### src/rtl/pfm_pkg.sv
package pfm_pkg;

	localparam int NUM_PADS = 23;
	localparam int CODE_W = 4;
	localparam int GPIO_W = 51;
	localparam int N_PO = 54;
	localparam int N_PI = 36;

	// function select codes
	localparam logic [3:0] CODE_GPIO = 4'h0;
	localparam logic [3:0] CODE_ALT1 = 4'h1;
	localparam logic [3:0] CODE_ALT2 = 4'h2;
	localparam logic [3:0] CODE_ALT3 = 4'h3;
	localparam logic [3:0] CODE_ALT4 = 4'h4;
	localparam logic [3:0] CODE_DEBUG = 4'h5;
	localparam logic [3:0] CODE_ALT6 = 4'h6;
	localparam logic [3:0] CODE_EINT = 4'h7;

	// pad index within the pad vectors
	localparam logic [4:0] PAD_CLK = 5'h00;
	localparam logic [4:0] PAD_CMD = 5'h01;
	localparam logic [4:0] PAD_D0 = 5'h02;
	localparam logic [4:0] PAD_D1 = 5'h03;
	localparam logic [4:0] PAD_D2 = 5'h04;
	localparam logic [4:0] PAD_D3 = 5'h05;
	localparam logic [4:0] PAD_B1 = 5'h07;
	localparam logic [4:0] PAD_B2 = 5'h08;
	localparam logic [4:0] PAD_B3 = 5'h09;
	localparam logic [4:0] PAD_B4 = 5'h0A;
	localparam logic [4:0] PAD_B7 = 5'h0D;
	localparam logic [4:0] PAD_B8 = 5'h0E;
	localparam logic [4:0] PAD_B9 = 5'h0F;
	localparam logic [4:0] PAD_B10 = 5'h10;
	localparam logic [4:0] PAD_T1 = 5'h13;
	localparam logic [4:0] PAD_T3 = 5'h14;
	localparam logic [4:0] PAD_KROW = 5'h15;
	localparam logic [4:0] PAD_KCOL = 5'h16;

	// general-purpose I/O numbering
	localparam logic [5:0] GPIO_CARD_BASE = 6'h06;
	localparam logic [5:0] GPIO_T1 = 6'h2A;
	localparam logic [5:0] GPIO_T3 = 6'h2C;
	localparam logic [5:0] GPIO_KROW = 6'h30;
	localparam logic [5:0] GPIO_KCOL = 6'h32;

	// route kinds: bit1 drives the pad, bit0 senses it
	localparam logic [1:0] K_NONE = 2'h0;
	localparam logic [1:0] K_IN = 2'h1;
	localparam logic [1:0] K_OUT = 2'h2;
	localparam logic [1:0] K_BIDIR = 2'h3;
	localparam logic [5:0] IDX_NONE = 6'h3F;
	localparam logic [4:0] SLOT_NONE = 5'h1F;

	// peripheral sources that can drive a pad
	localparam logic [5:0] PO_SPI0_CK = 6'h00;
	localparam logic [5:0] PO_SPI0_CS = 6'h01;
	localparam logic [5:0] PO_SPI0_DO = 6'h02;
	localparam logic [5:0] PO_U0_RTS = 6'h03;
	localparam logic [5:0] PO_U0_TX = 6'h04;
	localparam logic [5:0] PO_SPI1_CK = 6'h05;
	localparam logic [5:0] PO_SPI1_DO = 6'h06;
	localparam logic [5:0] PO_SPI1_CS = 6'h07;
	localparam logic [5:0] PO_AU_BCK = 6'h08;
	localparam logic [5:0] PO_AU_WCK = 6'h09;
	localparam logic [5:0] PO_AU_MCK = 6'h0A;
	localparam logic [5:0] PO_AU_DAT = 6'h0B;
	localparam logic [5:0] PO_TW_CLK = 6'h0C;
	localparam logic [5:0] PO_TW_DAT = 6'h0D;
	localparam logic [5:0] PO_CON_TX = 6'h0E;
	localparam logic [5:0] PO_CX_WACT = 6'h0F;
	localparam logic [5:0] PO_PWM3 = 6'h10;
	localparam logic [5:0] PO_PWM5 = 6'h11;
	localparam logic [5:0] PO_SD_CMD = 6'h12;
	localparam logic [5:0] PO_SD_D0 = 6'h13;
	localparam logic [5:0] PO_WD_DAT = 6'h17;
	localparam logic [5:0] PO_CX_PRI = 6'h18;
	localparam logic [5:0] PO_DBG0 = 6'h19;
	localparam logic [5:0] PO_ANT0 = 6'h29;

	// peripheral inputs fed from a pad
	localparam logic [5:0] PI_SD_CLK = 6'h00;
	localparam logic [5:0] PI_SD_CMD = 6'h01;
	localparam logic [5:0] PI_SD_D0 = 6'h02;
	localparam logic [5:0] PI_SPI0_DI = 6'h06;
	localparam logic [5:0] PI_U0_CTS = 6'h07;
	localparam logic [5:0] PI_U0_RX = 6'h08;
	localparam logic [5:0] PI_SPI1_DI = 6'h09;
	localparam logic [5:0] PI_TW_DAT = 6'h0A;
	localparam logic [5:0] PI_CX_FREQ = 6'h0B;
	localparam logic [5:0] PI_CX_ACT = 6'h0C;
	localparam logic [5:0] PI_CX_PRI = 6'h0D;
	localparam logic [5:0] PI_WD_CLK = 6'h0E;
	localparam logic [5:0] PI_WD_DAT = 6'h0F;
	localparam logic [5:0] PI_CON_RX = 6'h10;
	localparam logic [5:0] PI_EINT0 = 6'h11;

	// per-pad slots, pad 22 first
	localparam logic [NUM_PADS-1:0][4:0] PAD_DBG = {5'h1F, 5'h1F, 5'h1F,
		5'h1F, 5'h1F, 5'h0F, 5'h0E, 5'h0D, 5'h0C, 5'h1F, 5'h1F, 5'h0B, 5'h0A,
		5'h09, 5'h08, 5'h07, 5'h06, 5'h05, 5'h04, 5'h03, 5'h02, 5'h01, 5'h00};
	localparam logic [NUM_PADS-1:0][4:0] PAD_ANT = {5'h0B, 5'h09, 5'h05,
		5'h03, 5'h0C, 5'h0B, 5'h0A, 5'h09, 5'h1F, 5'h1F, 5'h1F, 5'h08, 5'h07,
		5'h06, 5'h05, 5'h04, 5'h03, 5'h1F, 5'h1F, 5'h03, 5'h02, 5'h01, 5'h00};
	localparam logic [NUM_PADS-1:0][4:0] PAD_EINT = {5'h1F, 5'h1F, 5'h12,
		5'h01, 5'h10, 5'h0F, 5'h0E, 5'h0D, 5'h0C, 5'h0B, 5'h0A, 5'h09, 5'h08,
		5'h07, 5'h06, 5'h05, 5'h04, 5'h03, 5'h02, 5'h01, 5'h00, 5'h01, 5'h00};

	// reset values
	localparam logic [NUM_PADS-1:0][3:0] SEL_RST = {4'h1, 4'h1, 4'h2, 4'h2,
		{19{4'h1}}};
	localparam logic [NUM_PADS-1:0] DIR_RST = 23'h443140;
	localparam logic [NUM_PADS-1:0] PULL_UP_RST = 23'h6498FE;
	localparam logic [NUM_PADS-1:0] PULL_DN_RST = 23'h196701;

endpackage

### src/rtl/pfm_pad_mux.sv
`timescale 1ns/10ps
module pfm_pad_mux (
	input wire logic clock_in,
	input wire logic sys_rst_in,
	input wire logic [4:0] cfg_pad_in,
	input wire logic [3:0] cfg_code_in,
	input wire logic sel_wr_en_in,
	input wire logic pull_wr_en_in,
	input wire logic pull_up_wr_in,
	input wire logic pull_down_wr_in,
	input wire logic [pfm_pkg::NUM_PADS-1:0] pad_in_in,
	input wire logic chip_reset_pad_n_in,
	input wire logic [pfm_pkg::GPIO_W-1:0] gpio_dout_in,
	input wire logic [pfm_pkg::GPIO_W-1:0] gpio_oe_in,
	input wire logic spi_master0_clock_in,
	input wire logic spi_master0_select_in,
	input wire logic spi_master0_data_out_in,
	input wire logic serial0_request_in,
	input wire logic serial0_transmit_in,
	input wire logic spi_master1_clock_in,
	input wire logic spi_master1_data_out_in,
	input wire logic spi_master1_select_in,
	input wire logic audio_out_bit_clock_in,
	input wire logic audio_out_word_clock_in,
	input wire logic audio_out_master_clock_in,
	input wire logic audio_out_data_in,
	input wire logic two_wire0_clock_in,
	input wire logic two_wire0_data_drv_in,
	input wire logic two_wire0_data_oe_in,
	input wire logic console_serial_transmit_in,
	input wire logic coexist_wireless_active_in,
	input wire logic pwm_channel3_in,
	input wire logic pwm_channel5_in,
	input wire logic sd_slave_cmd_drv_in,
	input wire logic sd_slave_cmd_oe_in,
	input wire logic [3:0] sd_slave_data_drv_in,
	input wire logic [3:0] sd_slave_data_oe_in,
	input wire logic wire_debug_data_drv_in,
	input wire logic wire_debug_data_oe_in,
	input wire logic coexist_priority_drv_in,
	input wire logic coexist_priority_oe_in,
	input wire logic [15:0] debug_bus_in,
	input wire logic [12:0] antenna_select_in,
	output logic [pfm_pkg::NUM_PADS-1:0] pad_out_out,
	output logic [pfm_pkg::NUM_PADS-1:0] pad_oe_out,
	output logic [pfm_pkg::NUM_PADS-1:0] pad_pull_up_out,
	output logic [pfm_pkg::NUM_PADS-1:0] pad_pull_down_out,
	output logic [pfm_pkg::NUM_PADS*4-1:0] function_select_code_out,
	output logic chip_reset_out,
	output logic chip_reset_pull_up_out,
	output logic [pfm_pkg::GPIO_W-1:0] gpio_din_out,
	output logic sd_slave_clock_out,
	output logic sd_slave_cmd_out,
	output logic [3:0] sd_slave_data_out,
	output logic spi_master0_data_in_out,
	output logic serial0_clear_out,
	output logic serial0_receive_out,
	output logic spi_master1_data_in_out,
	output logic two_wire0_data_out,
	output logic coexist_frequency_in_out,
	output logic coexist_active_in_out,
	output logic coexist_priority_out,
	output logic wire_debug_clock_out,
	output logic wire_debug_data_out,
	output logic console_serial_receive_out,
	output logic [18:0] external_interrupt_line_out
);

	localparam int NP = pfm_pkg::NUM_PADS;

	logic [NP-1:0][3:0] sel_ff;
	logic [NP-1:0] pull_up_ff;
	logic [NP-1:0] pull_dn_ff;
	logic [NP-1:0] pad_out_ff;
	logic [NP-1:0] pad_oe_ff;
	logic [pfm_pkg::N_PI-1:0] pi_ff;
	logic [pfm_pkg::GPIO_W-1:0] gpio_din_ff;
	logic chip_rst_ff;
	logic chip_pu_ff;

	logic [NP-1:0] nxt_pad_out;
	logic [NP-1:0] nxt_pad_oe;
	logic [NP-1:0] sense;
	logic [NP-1:0] gpio_sel;
	logic [NP-1:0][5:0] pi_idx;
	logic [NP-1:0][5:0] gpio_idx;
	logic [pfm_pkg::N_PI-1:0] nxt_pi;
	logic [pfm_pkg::GPIO_W-1:0] nxt_gpio_din;

	// fixed I/O number of a pad in general-purpose mode
	function automatic logic [5:0] fn_gpio_num(input logic [4:0] p);
		logic [5:0] n;
		case (p)
			pfm_pkg::PAD_T1: n = pfm_pkg::GPIO_T1;
			pfm_pkg::PAD_T3: n = pfm_pkg::GPIO_T3;
			pfm_pkg::PAD_KROW: n = pfm_pkg::GPIO_KROW;
			pfm_pkg::PAD_KCOL: n = pfm_pkg::GPIO_KCOL;
			default: n = pfm_pkg::GPIO_CARD_BASE + {1'b0, p};
		endcase
		return n;
	endfunction

	// {kind, source index, sink index} for a pad under a code
	function automatic logic [13:0] fn_route(input logic [4:0] p,
		input logic [3:0] c);
		logic [4:0] dbg;
		logic [4:0] ant;
		logic [4:0] ein;
		logic [3:0] ecode;
		logic [13:0] r;
		dbg = pfm_pkg::PAD_DBG[p];
		ant = pfm_pkg::PAD_ANT[p];
		ein = pfm_pkg::PAD_EINT[p];
		// card clock and command carry their interrupt on 0100
		ecode = (p == pfm_pkg::PAD_CLK || p == pfm_pkg::PAD_CMD) ?
			pfm_pkg::CODE_ALT4 : pfm_pkg::CODE_EINT;
		r = {pfm_pkg::K_NONE, pfm_pkg::IDX_NONE, pfm_pkg::IDX_NONE};
		if (c == pfm_pkg::CODE_DEBUG && dbg != pfm_pkg::SLOT_NONE) begin
			r = {pfm_pkg::K_OUT, pfm_pkg::PO_DBG0 + {1'b0, dbg},
				pfm_pkg::IDX_NONE};
		end
		if (c == pfm_pkg::CODE_ALT6 && ant != pfm_pkg::SLOT_NONE) begin
			r = {pfm_pkg::K_OUT, pfm_pkg::PO_ANT0 + {1'b0, ant},
				pfm_pkg::IDX_NONE};
		end
		if (c == ecode && ein != pfm_pkg::SLOT_NONE) begin
			r = {pfm_pkg::K_IN, pfm_pkg::IDX_NONE,
				pfm_pkg::PI_EINT0 + {1'b0, ein}};
		end
		case ({p, c})
			{pfm_pkg::PAD_CLK, pfm_pkg::CODE_ALT1}: r = {pfm_pkg::K_IN,
				pfm_pkg::IDX_NONE, pfm_pkg::PI_SD_CLK};
			{pfm_pkg::PAD_CMD, pfm_pkg::CODE_ALT1}: r = {pfm_pkg::K_BIDIR,
				pfm_pkg::PO_SD_CMD, pfm_pkg::PI_SD_CMD};
			{pfm_pkg::PAD_D0, pfm_pkg::CODE_ALT1}: r = {pfm_pkg::K_OUT,
				pfm_pkg::PO_SD_D0, pfm_pkg::IDX_NONE};
			{pfm_pkg::PAD_D1, pfm_pkg::CODE_ALT1}: r = {pfm_pkg::K_BIDIR,
				pfm_pkg::PO_SD_D0 + 6'h01, pfm_pkg::PI_SD_D0 + 6'h01};
			{pfm_pkg::PAD_D2, pfm_pkg::CODE_ALT1}: r = {pfm_pkg::K_BIDIR,
				pfm_pkg::PO_SD_D0 + 6'h02, pfm_pkg::PI_SD_D0 + 6'h02};
			{pfm_pkg::PAD_D3, pfm_pkg::CODE_ALT1}: r = {pfm_pkg::K_BIDIR,
				pfm_pkg::PO_SD_D0 + 6'h03, pfm_pkg::PI_SD_D0 + 6'h03};
			{pfm_pkg::PAD_T1, pfm_pkg::CODE_ALT2}: r = {pfm_pkg::K_IN,
				pfm_pkg::IDX_NONE, pfm_pkg::PI_WD_CLK};
			{pfm_pkg::PAD_T3, pfm_pkg::CODE_ALT2}: r = {pfm_pkg::K_BIDIR,
				pfm_pkg::PO_WD_DAT, pfm_pkg::PI_WD_DAT};
			{pfm_pkg::PAD_KROW, pfm_pkg::CODE_ALT1}: r = {pfm_pkg::K_IN,
				pfm_pkg::IDX_NONE, pfm_pkg::PI_CON_RX};
			{pfm_pkg::PAD_KCOL, pfm_pkg::CODE_ALT1}: r = {pfm_pkg::K_OUT,
				pfm_pkg::PO_CON_TX, pfm_pkg::IDX_NONE};
			{pfm_pkg::PAD_CLK, pfm_pkg::CODE_ALT3}: r = {pfm_pkg::K_OUT,
				pfm_pkg::PO_SPI0_CK, pfm_pkg::IDX_NONE};
			{pfm_pkg::PAD_CMD, pfm_pkg::CODE_ALT3}: r = {pfm_pkg::K_OUT,
				pfm_pkg::PO_SPI0_CS, pfm_pkg::IDX_NONE};
			{pfm_pkg::PAD_D0, pfm_pkg::CODE_ALT3}: r = {pfm_pkg::K_IN,
				pfm_pkg::IDX_NONE, pfm_pkg::PI_SPI0_DI};
			{pfm_pkg::PAD_D1, pfm_pkg::CODE_ALT3}: r = {pfm_pkg::K_OUT,
				pfm_pkg::PO_SPI0_DO, pfm_pkg::IDX_NONE};
			{pfm_pkg::PAD_D0, pfm_pkg::CODE_ALT4}: r = {pfm_pkg::K_OUT,
				pfm_pkg::PO_U0_RTS, pfm_pkg::IDX_NONE};
			{pfm_pkg::PAD_D1, pfm_pkg::CODE_ALT4}: r = {pfm_pkg::K_IN,
				pfm_pkg::IDX_NONE, pfm_pkg::PI_U0_CTS};
			{pfm_pkg::PAD_D2, pfm_pkg::CODE_ALT4}: r = {pfm_pkg::K_IN,
				pfm_pkg::IDX_NONE, pfm_pkg::PI_U0_RX};
			{pfm_pkg::PAD_D3, pfm_pkg::CODE_ALT4}: r = {pfm_pkg::K_OUT,
				pfm_pkg::PO_U0_TX, pfm_pkg::IDX_NONE};
			{pfm_pkg::PAD_D2, pfm_pkg::CODE_ALT6}: r = {pfm_pkg::K_OUT,
				pfm_pkg::PO_TW_CLK, pfm_pkg::IDX_NONE};
			{pfm_pkg::PAD_D3, pfm_pkg::CODE_ALT6}: r = {pfm_pkg::K_BIDIR,
				pfm_pkg::PO_TW_DAT, pfm_pkg::PI_TW_DAT};
			{pfm_pkg::PAD_B7, pfm_pkg::CODE_ALT6}: r = {pfm_pkg::K_IN,
				pfm_pkg::IDX_NONE, pfm_pkg::PI_CX_FREQ};
			{pfm_pkg::PAD_B8, pfm_pkg::CODE_ALT6}: r = {pfm_pkg::K_IN,
				pfm_pkg::IDX_NONE, pfm_pkg::PI_CX_ACT};
			{pfm_pkg::PAD_B9, pfm_pkg::CODE_ALT2}: r = {pfm_pkg::K_BIDIR,
				pfm_pkg::PO_CX_PRI, pfm_pkg::PI_CX_PRI};
			{pfm_pkg::PAD_B10, pfm_pkg::CODE_ALT2}: r = {pfm_pkg::K_OUT,
				pfm_pkg::PO_CX_WACT, pfm_pkg::IDX_NONE};
			{pfm_pkg::PAD_B1, pfm_pkg::CODE_ALT2}: r = {pfm_pkg::K_OUT,
				pfm_pkg::PO_SPI1_CK, pfm_pkg::IDX_NONE};
			{pfm_pkg::PAD_B2, pfm_pkg::CODE_ALT2}: r = {pfm_pkg::K_OUT,
				pfm_pkg::PO_SPI1_DO, pfm_pkg::IDX_NONE};
			{pfm_pkg::PAD_B3, pfm_pkg::CODE_ALT2}: r = {pfm_pkg::K_IN,
				pfm_pkg::IDX_NONE, pfm_pkg::PI_SPI1_DI};
			{pfm_pkg::PAD_B4, pfm_pkg::CODE_ALT2}: r = {pfm_pkg::K_OUT,
				pfm_pkg::PO_SPI1_CS, pfm_pkg::IDX_NONE};
			{pfm_pkg::PAD_B1, pfm_pkg::CODE_ALT3}: r = {pfm_pkg::K_OUT,
				pfm_pkg::PO_AU_BCK, pfm_pkg::IDX_NONE};
			{pfm_pkg::PAD_B2, pfm_pkg::CODE_ALT3}: r = {pfm_pkg::K_OUT,
				pfm_pkg::PO_AU_WCK, pfm_pkg::IDX_NONE};
			{pfm_pkg::PAD_B3, pfm_pkg::CODE_ALT3}: r = {pfm_pkg::K_OUT,
				pfm_pkg::PO_AU_MCK, pfm_pkg::IDX_NONE};
			{pfm_pkg::PAD_D3, pfm_pkg::CODE_ALT3}: r = {pfm_pkg::K_OUT,
				pfm_pkg::PO_AU_DAT, pfm_pkg::IDX_NONE};
			{pfm_pkg::PAD_KROW, pfm_pkg::CODE_DEBUG}: r = {pfm_pkg::K_OUT,
				pfm_pkg::PO_PWM3, pfm_pkg::IDX_NONE};
			{pfm_pkg::PAD_KCOL, pfm_pkg::CODE_DEBUG}: r = {pfm_pkg::K_OUT,
				pfm_pkg::PO_PWM5, pfm_pkg::IDX_NONE};
			default: r = r;
		endcase
		return r;
	endfunction

	// every peripheral source gathered by index
	wire [pfm_pkg::N_PO-1:0] po = {antenna_select_in, debug_bus_in,
		coexist_priority_drv_in, wire_debug_data_drv_in, sd_slave_data_drv_in,
		sd_slave_cmd_drv_in, pwm_channel5_in, pwm_channel3_in,
		coexist_wireless_active_in, console_serial_transmit_in,
		two_wire0_data_drv_in, two_wire0_clock_in, audio_out_data_in,
		audio_out_master_clock_in, audio_out_word_clock_in,
		audio_out_bit_clock_in, spi_master1_select_in, spi_master1_data_out_in,
		spi_master1_clock_in, serial0_transmit_in, serial0_request_in,
		spi_master0_data_out_in, spi_master0_select_in, spi_master0_clock_in};
	// enables matter only for two-way functions; one-way outputs always drive
	wire [pfm_pkg::N_PO-1:0] po_oe = {29'h1FFFFFFF, coexist_priority_oe_in,
		wire_debug_data_oe_in, sd_slave_data_oe_in, sd_slave_cmd_oe_in, 4'hF,
		two_wire0_data_oe_in, 13'h1FFF};

	// pad numbers past the last pad are dropped without any indication
	wire cfg_hit = cfg_pad_in < 5'(NP);

	for (genvar p = 0; p < NP; p++) begin : g_pad
		wire [13:0] rt = fn_route(5'(p), sel_ff[p]);
		wire [1:0] kind = rt[13:12];
		wire drv = kind[1];
		// idle routes point at source 0 so no read falls past the vector
		wire [5:0] po_i = drv ? rt[11:6] : 6'h00;
		wire [5:0] gi = fn_gpio_num(5'(p));
		assign gpio_sel[p] = sel_ff[p] == pfm_pkg::CODE_GPIO;
		assign gpio_idx[p] = gi;
		assign sense[p] = kind[0];
		assign pi_idx[p] = rt[5:0];
		// a reserved code yields kind none: no drive, no sense
		assign nxt_pad_out[p] = gpio_sel[p] ? gpio_dout_in[gi] :
			(drv & po[po_i]);
		assign nxt_pad_oe[p] = gpio_sel[p] ? gpio_oe_in[gi] :
			(drv & (~kind[0] | po_oe[po_i]));
	end

	// interrupt lines reachable from two or three pads are ored together
	always_comb begin
		nxt_pi = '0;
		nxt_gpio_din = '0;
		for (int p = 0; p < NP; p++) begin
			if (sense[p]) begin
				nxt_pi[pi_idx[p]] = nxt_pi[pi_idx[p]] | pad_in_in[p];
			end
			if (gpio_sel[p]) begin
				nxt_gpio_din[gpio_idx[p]] = pad_in_in[p];
			end
		end
	end

	always_ff @(posedge clock_in or posedge sys_rst_in) begin
		if (sys_rst_in) begin
			sel_ff <= pfm_pkg::SEL_RST;
		end else if (sel_wr_en_in && cfg_hit) begin
			sel_ff[cfg_pad_in] <= cfg_code_in;
		end
	end

	always_ff @(posedge clock_in or posedge sys_rst_in) begin
		if (sys_rst_in) begin
			pull_up_ff <= pfm_pkg::PULL_UP_RST;
			pull_dn_ff <= pfm_pkg::PULL_DN_RST;
		end else if (pull_wr_en_in && cfg_hit) begin
			pull_up_ff[cfg_pad_in] <= pull_up_wr_in;
			pull_dn_ff[cfg_pad_in] <= pull_down_wr_in;
		end
	end

	// registered pad side costs one cycle but keeps outputs glitch free
	always_ff @(posedge clock_in or posedge sys_rst_in) begin
		if (sys_rst_in) begin
			pad_out_ff <= '0;
			pad_oe_ff <= pfm_pkg::DIR_RST;
			pi_ff <= '0;
			gpio_din_ff <= '0;
		end else begin
			pad_out_ff <= nxt_pad_out;
			pad_oe_ff <= nxt_pad_oe;
			pi_ff <= nxt_pi;
			gpio_din_ff <= nxt_gpio_din;
		end
	end

	// reset pad bypasses the selectors entirely
	// its pull-up is fixed on: the pad has no pull control of its own
	always_ff @(posedge clock_in or posedge sys_rst_in) begin
		if (sys_rst_in) begin
			chip_rst_ff <= 1'b1;
			chip_pu_ff <= 1'b1;
		end else begin
			chip_rst_ff <= ~chip_reset_pad_n_in;
			chip_pu_ff <= 1'b1;
		end
	end

	assign pad_out_out = pad_out_ff;
	assign pad_oe_out = pad_oe_ff;
	assign pad_pull_up_out = pull_up_ff;
	assign pad_pull_down_out = pull_dn_ff;
	assign function_select_code_out = sel_ff;
	assign chip_reset_out = chip_rst_ff;
	assign chip_reset_pull_up_out = chip_pu_ff;
	assign gpio_din_out = gpio_din_ff;
	assign sd_slave_clock_out = pi_ff[pfm_pkg::PI_SD_CLK];
	assign sd_slave_cmd_out = pi_ff[pfm_pkg::PI_SD_CMD];
	assign sd_slave_data_out = pi_ff[pfm_pkg::PI_SD_D0 +: 4];
	assign spi_master0_data_in_out = pi_ff[pfm_pkg::PI_SPI0_DI];
	assign serial0_clear_out = pi_ff[pfm_pkg::PI_U0_CTS];
	assign serial0_receive_out = pi_ff[pfm_pkg::PI_U0_RX];
	assign spi_master1_data_in_out = pi_ff[pfm_pkg::PI_SPI1_DI];
	assign two_wire0_data_out = pi_ff[pfm_pkg::PI_TW_DAT];
	assign coexist_frequency_in_out = pi_ff[pfm_pkg::PI_CX_FREQ];
	assign coexist_active_in_out = pi_ff[pfm_pkg::PI_CX_ACT];
	assign coexist_priority_out = pi_ff[pfm_pkg::PI_CX_PRI];
	assign wire_debug_clock_out = pi_ff[pfm_pkg::PI_WD_CLK];
	assign wire_debug_data_out = pi_ff[pfm_pkg::PI_WD_DAT];
	assign console_serial_receive_out = pi_ff[pfm_pkg::PI_CON_RX];
	assign external_interrupt_line_out = pi_ff[pfm_pkg::PI_EINT0 +: 19];

endmodule // pfm_pad_mux

### config.mk
export PLATFORM = sky130hd
export DESIGN_NAME = pfm_pad_mux
export DESIGN_NICKNAME = d
export VERILOG_FILES = /design/src/rtl/pfm_pkg.sv /design/src/rtl/pfm_pad_mux.sv
export SDC_FILE = /design/constraint.sdc
export NUM_CORES = 1
export LEC_CHECK = 0
export ABC_CLOCK_PERIOD_IN_PS = 17510
export CAP_MARGIN = 40
export CORE_AREA = 2 2 185 187
export CTS_BUF_LIST = sky130_fd_sc_hd__clkbuf_16
export DETAILED_ROUTE_END_ITERATION = 16
export DIE_AREA = 0 0 187 189
export DONT_BUFFER_PORTS = 1
export HOLD_SLACK_MARGIN = 0.06
export PLACE_DENSITY = 0.47
export SYNTH_ARGS = -nofsm -noshare
export SYNTH_HDL_FRONTEND = slang
export SYNTH_SLANG_ARGS = --single-unit
### constraint.sdc
create_clock -name clock_in -period 17.51 [get_ports clock_in]
set_clock_uncertainty 0.1 [all_clocks]
set_input_delay 1.751 -clock clock_in [delete_from_list [all_inputs] [get_ports clock_in]]
set_output_delay 1.751 -clock clock_in [all_outputs]
set_load 0.03 [all_outputs]
==> results.txt <==
port bufs: 0
CTS Sinks: 243
residual DRC count: 0
Detail Route met2 WL: 15.3 mm
Final Setup Violations: 0
CP Data Arrival Time: 1.48 ns
relative slew slack: 40.5%
startpoint types: flop
io pins: 476
H-tree levels: 1
Worst Hold Depth: 2
RSZ-0062 raised after global routing: no
hold violation total from the final report: 0
top post-synthesis cells by area: dfrtp_1 45%, mux2_2 14%, dfstp_2 13%
number of global-route vias before repair: 7252
number of library cell types mapped by synthesis: 59
HP Class: reg2reg
Worst-path clk slew: 0.06 ns
Tmin final: 3.33 ns
DIE AREA: 0.0353 mm²
Synth Instances: 926
Total Wirelength: 31.5 mm
Worst-Skew Late Latency: 0.55 ns
Place WS: 14.02 ns
clk buf depth: 3
Worst setup EP type: primary output
met3 wire length: 3.00 mm
ys flop type: dfrtp_1
async set-reset flop share out of synthesis: 100%
worst reg2reg endpoint: pad_out_out[5]
Antenna Nets Post-Route: 0
Root Buffer: clkbuf_16
Filler Cell Count: 3327
post-layout instance count excluding filler cells: 1389
FF-to-FF path depth: 5
fin crit share: 19.0%
postcts setup bufs: 0
gp weighted congestion: 0.820
fraction of layout cells with a size suffix above 1: 25.6%
worst slew pin tran: 0.892 ns
top-area cell type share of the netlist area: 44.9%
Total GRT Usage: 17.4%
final setup margin: 14.18 ns
# Max-Cap Violations: 0
CP max FO: 23
Cells after DPL: 1336
nets: 1122
drt pass-1 iters: 4
grt total ovfl: 0
CTS tree: yes
outcome: complete, no violations
Initial Utilization: 32.0%
Post-synth top cells: 191 x dfrtp_1, 135 x mux2_2, 94 x nand2_1
Site Rows: 67
WHS: 0.500 ns
WL/cell: 22.7 µm
first-pass GRT wire length: 47.1 mm
syn_area_per_cell: 11.5 µm²
Slew Viols, Final: 0
Pwr Density: 147 mW/mm²
largest net degree at the start of global routing: 62
Core Region: 0.0333 mm²
EDFF count, synth: 0
top routing layer used: met4
DP HPWL: 22.5 mm
Cell Area, Synth: 0.0107 mm²
Num CTS Buffers: 29
R2R setup slack: 15.33 ns
Die X: 187 µm
count leader, synth: dfrtp_1
Antenna Cells: 0
Area growth syn-to-layout: 11.4%
worst path required time: 15.66 ns
hold_buf cts: 0
die height: 189 µm
via count: 7126
HP Start: function_select_code_out[72]
M1 WL: 12.5 mm
Crit Reg-Reg Startpoint: function_select_code_out[21]
post_cts resized: 0
final setup TNS: 0 ns
initial antenna violation count: 0
number of synthesized register bits: 243
crit path kind: reg2out
max frequency: 300 MHz
Hold EP: pi_ff[33]
Peak supply drop: 70.9 µV
drt initial violations: 278
leakage power: 0.00520 µW
area leader, netlist: dfrtp_1
Syn. warnings: 0
vias per cell: 5.13
overall power: 1740 µW
sequential fraction of the synthesis area: 57.7%
[sequential cells by signal (all words and copies together), names as in the netlist]
signal / flops
function_select_code_out: 92
pi_ff: 35
gpio_din_out: 23
pad_oe_out: 23
pad_out_out: 23
pad_pull_down_out: 23
pad_pull_up_out: 23
chip_reset_out: 1
[kinds of logic after synthesis]
logic type,Yosys count,share of synthesized area (%)
AOI/OAI and AO/OA,115,6.85
buffers and inverters,95,4.49
and+or+nand+nor,322,15.3
other,2,0.0705
DFF,243,57.7
muxes,144,15.3
xor gates and xnor gates,5,0.411
[routing by layer]
layer	GRT usage, %	up-vias
met5	0	-
met4	3.85	0
met3	6.60	44
met2	29.4	293
met1	21.0	3596
li1	-	3193
[through the flow]
stage,utilization (%),instance area (µm²)
global placement,32.9,11000
global route,35.7,11900
finish,35.7,11900
floorplan,-,10800
CTS,35.7,11900
detailed placement,33.1,11000
[final cells by class]
type | instances | area, µm² | share of cell area, %
Tap cell | 448 | 561 | 4.72
Multi-Input combinational cell | 617 | 4140 | 34.9
Inverter | 21 | 86.3 | 0.727
Clock buffer | 29 | 726 | 6.11
Clock inverter | 24 | 129 | 1.09
Sequential cell | 243 | 6150 | 51.8
Timing Repair Buffer | 7 | 85.1 | 0.717
[where the power goes]
part / switching [µW] / leakage, µW / internal [µW]
registers: 331 / 0.00304 / 676
clock network: 232 / 0.000454 / 312
logic: 92.6 / 0.00171 / 101
[worst max path at each step]
stage	startpoint	endpoint	cells past startpoint
global route	function_select_code_out[22]	function_select_code_out[22]	0
CTS	function_select_code_out[22]	function_select_code_out[22]	0
detailed placement	cfg_pad_in[3]	function_select_code_out[70]	4
finish	function_select_code_out[22]	function_select_code_out[22]	0
floorplan	sys_rst_in	function_select_code_out[10]	1
global placement	cfg_pad_in[4]	function_select_code_out[55]	4
[cell usage in the layout, fill, tap and decap left out, drive strengths merged, types with 3 or more instances in the layout]
cell type / instances
and2: 11
mux2: 137
nor3b: 8
a311oi: 4
a21oi: 39
nand3: 16
nor2b: 11
nor4b: 5
buf: 7
a211oi: 10
a22oi: 6
nand4b: 3
a31oi: 14
conb: 31
o31ai: 3
inv: 31
nor3: 29
a221oi: 5
and3: 10
xnor2: 4
dfstp: 52
nor4bb: 4
nand3b: 7
nand2b: 15
clkinv: 12
mux2i: 6
nand2: 94
nor4: 16
and4b: 3
o21ai: 17
dfrtp: 191
nor2: 80
clkbuf: 29
(Power assumes the default switching activity.)
